===== src/mcpab_pkg.sv =====
// Constants for the MCU control and port A/B register bank.
// Assumes a CPU that issues single-cycle register reads and writes.
package mcpab_pkg;

  // Data-space offsets
  localparam logic [7:0] MCPAB_OFF_PINS_A = 8'h20;
  localparam logic [7:0] MCPAB_OFF_DIRA  = 8'h21;
  localparam logic [7:0] MCPAB_OFF_OUTA  = 8'h22;
  localparam logic [7:0] MCPAB_OFF_DIRB  = 8'h24;
  localparam logic [7:0] MCPAB_OFF_OUTB  = 8'h25;
  localparam logic [7:0] MCPAB_OFF_MCUC  = 8'h55;

  // I/O instruction space
  localparam logic [7:0] MCPAB_IO_BASE   = 8'h20;
  localparam logic [7:0] MCPAB_IO_LAST   = 8'h3f;
  localparam logic [7:0] MCPAB_NO_REG    = 8'hff;

  // Control register fields
  localparam int         MCPAB_B_JTAG_OFF = 7;
  localparam int         MCPAB_B_SLP_OFF  = 6;
  localparam int         MCPAB_B_SLP_UNL  = 5;
  localparam int         MCPAB_B_PU_OFF   = 4;
  localparam int         MCPAB_B_VEC_SEL  = 1;
  localparam int         MCPAB_B_VEC_UNL  = 0;

  // Reset values
  localparam logic [7:0] MCPAB_RST_PORT  = 8'h00;
  localparam logic [7:0] MCPAB_RST_MCUC  = 8'h00;

  // Cycle counts
  localparam logic [2:0] MCPAB_UNLOCK_CYC = 3'h4;
  localparam logic [1:0] MCPAB_SLP_CYC    = 2'h3;

endpackage


===== src/mcpab_regs.sv =====
// MCU control register with timed unlock sequences, and port A/B registers.
// Assumes CPU access strobes and pin levels are synchronous to mclk.
//
// Function
// - JTAG enabled when bit clear and fuse
// - JTAG bit needs two equal writes
// - Brownout sleep bit set by unlock pair
// - Brownout sleep bit active after set
// - Brownout sleep bit self-clears after three
// - Detector off only on sleep while active
// - Global pull-up off kills all pull-ups
// - Vector select picks flash or boot start
// - Vector select changes only after unlock
// - Vector unlock clears after four or select
// - Interrupts masked during vector change sequence
// - Masking leaves global interrupt enable untouched
// - Boot lock bits block cross-section interrupts
// - Registers decode in data and I/O space
// - Output registers A and B, reset zero
// - Direction registers A and B, reset zero
// - Pin register reads levels, write toggles
// - Control register at 0x55, bits 3:2 unused
`timescale 1ns/10ps
`default_nettype none

module mcpab_regs
  import mcpab_pkg::*;
(
  // Clock and reset
  input  wire logic       mclk,
  input  wire logic       rst_n,
  // CPU register access
  input  wire logic       cpu_io_space,
  input  wire logic [7:0] cpu_addr,
  input  wire logic       cpu_wr,
  input  wire logic       cpu_rd,
  input  wire logic [7:0] cpu_wdata,
  output logic      [7:0] cpu_rdata,
  // Fuses, lock bits and execution state
  input  wire logic       debug_port_fuse,
  input  wire logic       app_boot_lock_bit,
  input  wire logic       boot_boot_lock_bit,
  input  wire logic       exec_in_boot,
  input  wire logic       sleep_exec,
  // Control outputs
  output logic            jtag_enable,
  output logic            vectors_in_boot,
  output logic            irq_block,
  output logic            detector_sleep_off,
  // Port A
  input  wire logic [7:0] port_a_pins,
  output logic      [7:0] port_a_drive,
  output logic      [7:0] port_a_oe,
  output logic      [7:0] port_a_pullup,
  // Port B
  output logic      [7:0] port_b_drive,
  output logic      [7:0] port_b_oe,
  output logic      [7:0] port_b_pullup
);

  logic [1:0] rst_sync_q;
  logic       rst_i_n;
  logic [7:0] off;
  logic       wr_pins_a, wr_dira, wr_outa, wr_dirb, wr_outb, wr_mcuc;
  logic [7:0] port_a_out_q, port_a_dir_q, port_b_out_q, port_b_dir_q;
  logic       jtag_off_q, jtag_pend_q;
  logic [2:0] jtag_cnt_q;
  logic       slp_unl_q, slp_off_q;
  logic [2:0] slp_unl_cnt_q;
  logic [1:0] slp_cnt_q;
  logic       pu_off_q, vec_sel_q, vec_unl_q, vec_post_q;
  logic [2:0] vec_cnt_q;
  logic [7:0] mcuc_rd;
  logic [7:0] rdata_q;
  logic       det_off_q;
  logic       lock_block;

  // Reset release through two flops
  always_ff @(posedge mclk or negedge rst_n) begin
    if (!rst_n) begin
      rst_sync_q <= 2'h0;
    end else begin
      rst_sync_q <= {rst_sync_q[0], 1'b1};
    end
  end
  assign rst_i_n = rst_sync_q[1];

  // Map an access to its data-space offset
  function automatic logic [7:0] map_off(input logic io, input logic [7:0] a);
    if (!io) begin
      map_off = a;
    end else if (a > MCPAB_IO_LAST) begin
      map_off = MCPAB_NO_REG;
    end else begin
      map_off = a + MCPAB_IO_BASE;
    end
  endfunction

  assign off     = map_off(cpu_io_space, cpu_addr);
  assign wr_pins_a = cpu_wr && (off == MCPAB_OFF_PINS_A);
  assign wr_dira = cpu_wr && (off == MCPAB_OFF_DIRA);
  assign wr_outa = cpu_wr && (off == MCPAB_OFF_OUTA);
  assign wr_dirb = cpu_wr && (off == MCPAB_OFF_DIRB);
  assign wr_outb = cpu_wr && (off == MCPAB_OFF_OUTB);
  assign wr_mcuc = cpu_wr && (off == MCPAB_OFF_MCUC);

  // Port registers; a pin-register write toggles the output bits
  always_ff @(posedge mclk or negedge rst_i_n) begin
    if (!rst_i_n) begin
      port_a_out_q <= MCPAB_RST_PORT;
      port_a_dir_q <= MCPAB_RST_PORT;
      port_b_out_q <= MCPAB_RST_PORT;
      port_b_dir_q <= MCPAB_RST_PORT;
    end else begin
      if (wr_outa) begin
        port_a_out_q <= cpu_wdata;
      end else if (wr_pins_a) begin
        port_a_out_q <= port_a_out_q ^ cpu_wdata;
      end
      if (wr_dira) begin
        port_a_dir_q <= cpu_wdata;
      end
      if (wr_outb) begin
        port_b_out_q <= cpu_wdata;
      end
      if (wr_dirb) begin
        port_b_dir_q <= cpu_wdata;
      end
    end
  end

  // JTAG disable: a second equal write within the window commits it
  always_ff @(posedge mclk or negedge rst_i_n) begin
    if (!rst_i_n) begin
      jtag_off_q  <= MCPAB_RST_MCUC[MCPAB_B_JTAG_OFF];
      jtag_pend_q <= 1'b0;
      jtag_cnt_q  <= 3'h0;
    end else if (wr_mcuc) begin
      if (jtag_cnt_q != 3'h0 && cpu_wdata[MCPAB_B_JTAG_OFF] == jtag_pend_q) begin
        jtag_off_q <= jtag_pend_q;
        jtag_cnt_q <= 3'h0;
      end else begin
        jtag_pend_q <= cpu_wdata[MCPAB_B_JTAG_OFF];
        jtag_cnt_q  <= MCPAB_UNLOCK_CYC;
      end
    end else if (jtag_cnt_q != 3'h0) begin
      jtag_cnt_q <= jtag_cnt_q - 3'h1;
    end
  end

  // Brownout sleep: unlock, then set; the bit lives three cycles
  always_ff @(posedge mclk or negedge rst_i_n) begin
    if (!rst_i_n) begin
      slp_unl_q     <= MCPAB_RST_MCUC[MCPAB_B_SLP_UNL];
      slp_unl_cnt_q <= 3'h0;
      slp_off_q     <= MCPAB_RST_MCUC[MCPAB_B_SLP_OFF];
      slp_cnt_q     <= 2'h0;
    end else begin
      if (wr_mcuc && cpu_wdata[MCPAB_B_SLP_OFF] && cpu_wdata[MCPAB_B_SLP_UNL]) begin
        slp_unl_q     <= 1'b1;
        slp_unl_cnt_q <= MCPAB_UNLOCK_CYC;
      end else if (wr_mcuc && slp_unl_q && cpu_wdata[MCPAB_B_SLP_OFF]) begin
        slp_unl_q     <= 1'b0;
        slp_unl_cnt_q <= 3'h0;
      end else if (slp_unl_cnt_q == 3'h1) begin
        slp_unl_q     <= 1'b0;
        slp_unl_cnt_q <= 3'h0;
      end else if (slp_unl_cnt_q != 3'h0) begin
        slp_unl_cnt_q <= slp_unl_cnt_q - 3'h1;
      end
      if (wr_mcuc && slp_unl_q && cpu_wdata[MCPAB_B_SLP_OFF] && !cpu_wdata[MCPAB_B_SLP_UNL]) begin
        slp_off_q <= 1'b1;
        slp_cnt_q <= MCPAB_SLP_CYC;
      end else if (slp_cnt_q == 2'h1) begin
        slp_off_q <= 1'b0;
        slp_cnt_q <= 2'h0;
      end else if (slp_cnt_q != 2'h0) begin
        slp_cnt_q <= slp_cnt_q - 2'h1;
      end
    end
  end

  // Detector off request only when sleep runs while the bit is active
  always_ff @(posedge mclk or negedge rst_i_n) begin
    if (!rst_i_n) begin
      det_off_q <= 1'b0;
    end else begin
      det_off_q <= sleep_exec && slp_off_q;
    end
  end

  // Pull-up disable, plain bit
  always_ff @(posedge mclk or negedge rst_i_n) begin
    if (!rst_i_n) begin
      pu_off_q <= MCPAB_RST_MCUC[MCPAB_B_PU_OFF];
    end else if (wr_mcuc) begin
      pu_off_q <= cpu_wdata[MCPAB_B_PU_OFF];
    end
  end

  // Vector select with timed unlock; post flag covers the next instruction
  always_ff @(posedge mclk or negedge rst_i_n) begin
    if (!rst_i_n) begin
      vec_sel_q  <= MCPAB_RST_MCUC[MCPAB_B_VEC_SEL];
      vec_unl_q  <= MCPAB_RST_MCUC[MCPAB_B_VEC_UNL];
      vec_cnt_q  <= 3'h0;
      vec_post_q <= 1'b0;
    end else begin
      vec_post_q <= 1'b0;
      if (wr_mcuc && cpu_wdata[MCPAB_B_VEC_UNL]) begin
        vec_unl_q <= 1'b1;
        vec_cnt_q <= MCPAB_UNLOCK_CYC;
      end else if (wr_mcuc && vec_unl_q) begin
        vec_sel_q  <= cpu_wdata[MCPAB_B_VEC_SEL];
        vec_unl_q  <= 1'b0;
        vec_cnt_q  <= 3'h0;
        vec_post_q <= 1'b1;
      end else if (vec_cnt_q == 3'h1) begin
        vec_unl_q <= 1'b0;
        vec_cnt_q <= 3'h0;
      end else if (vec_cnt_q != 3'h0) begin
        vec_cnt_q <= vec_cnt_q - 3'h1;
      end
    end
  end

  // Read path, unused control bits and unmapped offsets read zero
  assign mcuc_rd = {jtag_off_q, slp_off_q, slp_unl_q, pu_off_q,
                    2'b00, vec_sel_q, vec_unl_q};
  always_ff @(posedge mclk or negedge rst_i_n) begin
    if (!rst_i_n) begin
      rdata_q <= 8'h00;
    end else if (cpu_rd) begin
      case (off)
        MCPAB_OFF_PINS_A: rdata_q <= port_a_pins;
        MCPAB_OFF_DIRA:   rdata_q <= port_a_dir_q;
        MCPAB_OFF_OUTA:   rdata_q <= port_a_out_q;
        MCPAB_OFF_DIRB:   rdata_q <= port_b_dir_q;
        MCPAB_OFF_OUTB:   rdata_q <= port_b_out_q;
        MCPAB_OFF_MCUC:   rdata_q <= mcuc_rd;
        default:          rdata_q <= 8'h00;
      endcase
    end
  end
  assign cpu_rdata = rdata_q;

  // Outputs; masking is a separate gate and never touches the I flag
  assign lock_block = (vec_sel_q && app_boot_lock_bit && !exec_in_boot) ||
                      (!vec_sel_q && boot_boot_lock_bit && exec_in_boot);
  assign irq_block          = vec_unl_q || vec_post_q || lock_block;
  assign jtag_enable        = !jtag_off_q && debug_port_fuse;
  assign vectors_in_boot    = vec_sel_q;
  assign detector_sleep_off = det_off_q;
  assign port_a_drive       = port_a_out_q;
  assign port_a_oe          = port_a_dir_q;
  assign port_a_pullup      = ~port_a_dir_q & port_a_out_q & {8{!pu_off_q}};
  assign port_b_drive       = port_b_out_q;
  assign port_b_oe          = port_b_dir_q;
  assign port_b_pullup      = ~port_b_dir_q & port_b_out_q & {8{!pu_off_q}};
endmodule

`default_nettype wire


===== config.mk =====
export PLATFORM = sky130hd
export DESIGN_NAME = mcpab_regs
export DESIGN_NICKNAME = d
export VERILOG_FILES = /design/src/mcpab_pkg.sv /design/src/mcpab_regs.sv
export SDC_FILE = /design/constraint.sdc
export NUM_CORES = 1
export LEC_CHECK = 0
export ABC_AREA = 1
export BUFFER_PORTS_ARGS = -buffer_cell sky130_fd_sc_hd__buf_2
export CAP_MARGIN = 20
export CORE_UTILIZATION = 48
export DETAILED_ROUTE_END_ITERATION = 8
export HOLD_SLACK_MARGIN = 0.02
export PLACE_DENSITY_LB_ADDON = 0.05
export SETUP_SLACK_MARGIN = 0.4
export SYNTH_ARGS = -nofsm -noshare
export SYNTH_HDL_FRONTEND = slang
export SYNTH_SLANG_ARGS = --single-unit

===== constraint.sdc =====
create_clock -name mclk -period 3.9 [get_ports mclk]
set_input_delay 0.195 -clock mclk [delete_from_list [all_inputs] [get_ports mclk]]
set_output_delay 0.195 -clock mclk [all_outputs]
set_load 0.005 [all_outputs]

Word-level counts from Yosys, hierarchy flattened
Cells that the tools add are included.
{"block": "totals", "regBits": 62, "latch_bits": 0, "ram_bits": 0, "rom_bits": 0, "input_bits": 34, "output_inout_bits": 60, "word_cells": 116, "mem_count": 0}
{"block": "classes", "add_sub_neg": 5, "multipliers": 0, "n_div": 0, "n_lt_le_gt_ge": 1, "eq_ne": 10, "shifts": 0, "muxes": 29, "bitwise": 9, "reduce_logical": 43}
{"operator": "8-bit case mux with 6 select lines", "count": 1}
{"operator": "8-bit by 6-bit equality test with 1-bit output, second input constant", "count": 5}
{"operator": "3-bit two-way mux", "count": 11}
{"operator": "8-bit AND", "count": 4}
{"operator": "8-bit two-way mux", "count": 4}
{"operator": "1-bit logical AND", "count": 20}
{"operator": "3-bit nonzero test", "count": 6}
{"operator": "8-bit inverter", "count": 2}
{"operator": "1-bit two-way mux", "count": 10}
{"operator": "3-bit by 1-bit subtractor with 3-bit output, second input constant", "count": 3}
{"operator": "8-bit by 6-bit adder with 8-bit output, second input constant", "count": 1}
{"operator": "8-bit by 7-bit equality test with 1-bit output, second input constant", "count": 1}
{"operator": "8-bit by 6-bit > comparator with 1-bit output, second input constant", "count": 1}
{"operator": "2-bit nonzero test", "count": 4}
{"operator": "4-bit nonzero test", "count": 2}
{"operator": "8-bit bitwise XOR", "count": 1}
{"operator": "3-bit by 1-bit equality test with 1-bit output, second input constant", "count": 2}
{"operator": "2-bit two-way mux", "count": 3}
{"operator": "2-bit AND reduction", "count": 3}
{"operator": "1-bit zero test", "count": 5}
{"operator": "1-bit logical OR", "count": 3}
{"operator": "2-bit by 1-bit equality test with 1-bit output, second input constant", "count": 1}
{"operator": "1-bit inverter", "count": 2}
{"operator": "2-bit by 1-bit subtractor with 2-bit output, second input constant", "count": 1}
{"operator": "1-bit equality test", "count": 1}

Depth between registers and ports, before layout
{"block": "logic_depth", "ltp_word": 9, "mapped_depth": 12}

Least setup slack after synthesis
OpenSTA, ideal clock, no wires.
{"block": "synth_timing", "kind": "input port to flip-flop", "startpoint": "input port cpu_addr[0]", "endpoint": "register slp_unl_cnt_q[1]", "arrival_time_ns": 1.231, "t_required_ns": 3.782, "slack_ns": 2.551, "stages": 8, "cell_sequence": "inv_1 -> nor2_1 -> nand4_4 -> nor3_2 -> buf_6 -> nand3_1 -> nand4_1 -> nand2_1"}
{"block": "synth_via", "elab_chain_cells": 9, "word_cells_on_any_way": 13}
{"element": "start, declared", "line": "mcpab_regs.sv:34", "rtl": "input wire logic [7:0] cpu_addr,"}
{"element": "8-bit by 6-bit adder with 8-bit output or 8-bit by 6-bit > comparator with 1-bit output (tied branches)", "line": "mcpab_regs.sv:95, mcpab_regs.sv:92"}
{"element": "8-bit two-way mux", "line": "mcpab_regs.sv:92", "rtl": "end else if (a > MCPAB_IO_LAST) begin"}
{"element": "8-bit two-way mux (*)", "line": "mcpab_regs.sv:90", "rtl": "if (!io) begin"}
{"element": "8-bit by 7-bit equality test with 1-bit output (*)", "line": "mcpab_regs.sv:105", "rtl": "assign wr_mcuc = cpu_wr && (off == MCPAB_OFF_MCUC);"}
{"element": "1-bit logical AND (*)", "line": "mcpab_regs.sv:105"}
{"element": "1-bit logical AND (2 in series)", "line": "mcpab_regs.sv:162", "rtl": "end else if (wr_mcuc && slp_unl_q && cpu_wdata[MCPAB_B_SLP_OFF]) begin"}
{"element": "3-bit two-way mux", "line": "mcpab_regs.sv:162"}
{"element": "3-bit two-way mux", "line": "mcpab_regs.sv:159", "rtl": "if (wr_mcuc && cpu_wdata[MCPAB_B_SLP_OFF] && cpu_wdata[MCPAB_B_SLP_UNL]) begin"}
{"element": "end signal, assigned", "line": "mcpab_regs.sv:169", "rtl": "slp_unl_cnt_q <= slp_unl_cnt_q - 3'h1;"}
{"element": "end, declared", "line": "mcpab_regs.sv:69", "rtl": "logic [2:0] slp_unl_cnt_q;"}
Mark *: on every way between the ends. The rest lies on a longest branch, timed or not.
A chain may end at the register's enable or synchronous reset.

Final worst setup path
{"block": "layout_timing", "startpoint": "input port cpu_addr[6]", "endpoint": "register vec_cnt_q[0]"}
{"block": "layout_via", "elab_chain_cells": 8, "word_cells_on_any_way": 11}
{"element": "8-bit by 6-bit adder with 8-bit output or 8-bit by 6-bit > comparator with 1-bit output (tied branches)", "line": "mcpab_regs.sv:95, mcpab_regs.sv:92"}
{"element": "8-bit two-way mux", "line": "mcpab_regs.sv:92"}
{"element": "8-bit two-way mux (*)", "line": "mcpab_regs.sv:90"}
{"element": "8-bit by 7-bit equality test with 1-bit output (*)", "line": "mcpab_regs.sv:105"}
{"element": "1-bit logical AND (*)", "line": "mcpab_regs.sv:105"}
{"element": "1-bit logical AND", "line": "mcpab_regs.sv:213", "rtl": "end else if (wr_mcuc && vec_unl_q) begin"}
{"element": "3-bit two-way mux", "line": "mcpab_regs.sv:213"}
{"element": "3-bit two-way mux", "line": "mcpab_regs.sv:210", "rtl": "if (wr_mcuc && cpu_wdata[MCPAB_B_VEC_UNL]) begin"}
{"element": "end signal, assigned", "line": "mcpab_regs.sv:222", "rtl": "vec_cnt_q <= vec_cnt_q - 3'h1;"}
{"element": "end, declared", "line": "mcpab_regs.sv:72", "rtl": "logic [2:0] vec_cnt_q;"}
Marked as above.

==> impl_metrics.py <==
metrics = {
    "power_and_ir_drop": {
        "peakVddDrop_mv": 0.325,
        "p_leak_uw": 0.00250,
        "power_switching_uw": 586,
        "clkPwrFrac_pct": 34.7,
        "cellPowerDensity_nw_per_um2": 433,
        "total_power_uw": 1910,
        "p_comb_share_pct": 23.8,
        "swShare_pct": 30.7,
        "intPower_uw": 1320,
        "seq_power_share_pct": 41.5,
    },
    "timing": {
        "fin_skew_ns": 0.0111,
        "holdWs_ns": 0.0449,
        "period_share_pct": 44.6,
        "final-hold-violation-count": 0,
        "min_period_ns": 1.74,
        "fmaxAchievable_ghz": 0.574,
        "finalMaxSlewViolations": 0,
        "grt_setup_unrepaired": "false",
        "worstMarginPinSlew_ns": 0.834,
        "fin_setup_tns_ns": 0,
        "finalSetupViolCount": 0,
        "slew_headroom_pct": 44.1,
    },
    "place": {
        "place_inst": 643,
        "portBuffers": 93,
        "gp_congestion": 0.857,
        "dp_hpwl_um": 7040,
    },
    "logic_synthesis": {
        "post-synth-top-count-cell": "nand2_1",
        "async_flop_share_pct": 100,
        "synth.cell_area_um2": 3640,
        "ys_types": 37,
        "syn_area_per_cell_um2": 7.90,
        "synth_edf_count": 0,
        "synth.area.top_cells": "dfrtp_1, nand2_1, nand3_1",
        "synth_top_area_cell": "dfrtp_1",
        "ys.flop_type": "dfrtp_1",
        "yosysWarnings": 0,
        "postSynthCellCount": 460,
        "synth_common_cells": "nand2_1, dfrtp_1, inv_1",
        "synth-seq-cells": 62,
        "seq_area_frac_synth_pct": 42.7,
        "yosysTopAreaCellShare_pct": 42.7,
        "synthesis.nets": 504,
    },
    "route": {
        "wl_per_cell_um": 14.5,
        "postRouteWirelength_um": 9570,
        "initialDrtViolationCount": 196,
        "drtAntennaViolNets": 0,
        "dr.pass1.iters": 5,
        "vias": 3258,
        "post-route-drc-count": 0,
        "routed_via_density": 4.94,
    },
    "worst_hold_path": {
        "min_path_type": "primary input to register",
    },
    "clocking": {
        "ctsResizeCount": 0,
        "cts.clk_slew.worst_paths_ns": 0.06,
        "ctsLongestPathBuffers": 2,
        "cts_buffers": 9,
        "root_buffer": "clkbuf_8",
        "cts_setup_buffers": 0,
        "tritoncts": "yes",
        "h-tree-depth": 3,
        "clock_sinks": 62,
        "clk-insertion-delay-late_ns": 0.35,
    },
    "final_layout": {
        "n_antenna_cell": 0,
        "fin_nets": 600,
        "final_util_pct": 60.4,
        "drive_gt1_share_pct": 25.7,
        "final_cells": 660,
        "area_growth_pct": 21.2,
    },
    "setup_path": {
        "worstPathCellList": "buf_2 -> o21ai_4 -> nand4_4 -> nor3_2 -> o21ai_1 -> nand3_1 -> nand2_1",
        "cp_max_fo": 13,
        "crit_type": "primary input to register",
        "crit_slowest_cell": "nor3_2",
        "required_ns": 4.13,
        "critPathLaunchType": "primary input",
        "worstPathArrival_ns": 1.97,
        "end_kind": "register",
        "slowest_delay_ns": 0.67,
    },
    "floorplan": {
        "rows": 31,
        "die_height_um": 89.0,
        "boundaryPins": 94,
        "dieArea_um2": 7930,
        "die_width_um": 89.0,
        "core_um2": 7290,
        "start_util_pct": 49.9,
    },
    "global_route": {
        "grt_max_degree": 37,
        "grt_pass1_vias": 2917,
        "grt_pass1_wl_um": 14900,
        "grt_usage_pct": 25.8,
        "grt_overflow": 0,
        "antenna_found_initial": 0,
    },
    "status": {
        "status": "complete, no violations",
    },
    "flow_run": {
        "max-cap-violations": 0,
    },
}
[power by group through the flow]
| stage | Clock [uW] | Sequential (uW) | Combinational [uW] |
|---|---|---|---|
| after global placement | 0 | 802 | 435 |
| after global routing | 702 | 804 | 532 |
| final | 663 | 792 | 454 |
| after floorplan | 0 | 787 | 341 |
| after CTS | 676 | 792 | 459 |
| after detailed placement | 0 | 801 | 460 |
[cells by family (layout without fill, tap and decap cells)]
group	count (synthesis)	in the layout	share of synthesized area, %
AND/OR/NAND/NOR	258	258	34.9
buffers and inverters	73	174	8.47
flip-flops	62	62	42.7
AO/OA/AOI/OAI	46	46	7.98
adder cells (fa/ha/maj)	10	10	3.44
XOR/XNOR	10	10	2.41
other	1	1	0.103
[final timing paths]
kind | start | endpoint | slack [ns] | cells past startpoint
setup / recovery | cpu_addr[6] | vec_cnt_q[0] | 2.16 | 7
hold / removal | sleep_exec | detector_sleep_off | 0.04 | 3
setup reg to reg | jtag_cnt_q[0] | jtag_cnt_q[2] | 2.45 | 10
hold reg to reg | rst_sync_q[0] | rst_sync_q[1] | 0.35 | 0
max in group asynchronous | rst_sync_q[1] | port_a_drive[0] | 2.68 | 1
min in group asynchronous | rst_n | rst_sync_q[1] | 0.16 | 2
[repair_timing]
action                                 4_1_cts  5_1_grt
hold buffers                                 1        0
setup endpoints to repair                    0        0
endpoints found under the hold margin        2        0
[layout by cell type (no fill, tap or decap), types with 2 or more instances in the layout]
cell type,n
a21oi_1,6
buf_2,93
bufinv_16,2
clkbuf_8,12
dfrtp_1,61
ha_1,10
inv_1,61
inv_2,2
nand2_1,141
nand2_4,3
nand3_1,48
nand3_2,2
nand3_4,2
nand4_1,5
nor2_1,34
nor2_4,6
nor2_8,2
nor3b_1,8
o21ai_0,20
o21ai_1,5
o21ai_2,10
xor2_1,10
[sequential cells by signal, summed over array words and instances (netlist names), 3 cells and up]
name and flops:
cpu_rdata 8, jtag_cnt_q 3, port_a_drive 8, port_a_oe 8, port_b_drive 8, port_b_oe 8
slp_unl_cnt_q 3, vec_cnt_q 3
[layout make-up]
type	instances	area, um^2
Clock buffer	13	169
Clock inverter	3	65.1
Fill cell	710	2890
Inverter	63	236
Multi-Input combinational cell	325	1780
Sequential cell	62	1550
Tap cell	99	124
Timing Repair Buffer	95	483
[through the flow]
| step | setup slack (ns) | cell area, um^2 |
|---|---|---|
| finish | 2.16 | 4410 |
| detailed placement | 1.84 | 4160 |
| floorplan | 2.05 | 3640 |
| CTS | 2.20 | 4410 |
| global route | 2.03 | 4410 |
| global placement | 1.88 | 4160 |
[critical path, delay by kind of cell]
family	cells	cell delay, ns
buffers and inverters	1	0.14
AO/OA/AOI/OAI	2	0.58
AND/OR/NAND/NOR	4	1.04
[layer usage]
layer / wire length [um] / global-route usage [%] / vias up
met5: 0 / 0 / -
met4: 195 / 10.1 / 0
met3: 422 / 4.25 / 18
met2: 4430 / 40.6 / 91
met1: 4520 / 35.7 / 1495
li1: - / - / 1654
No activity file was read; power rests on OpenSTA's default activity.
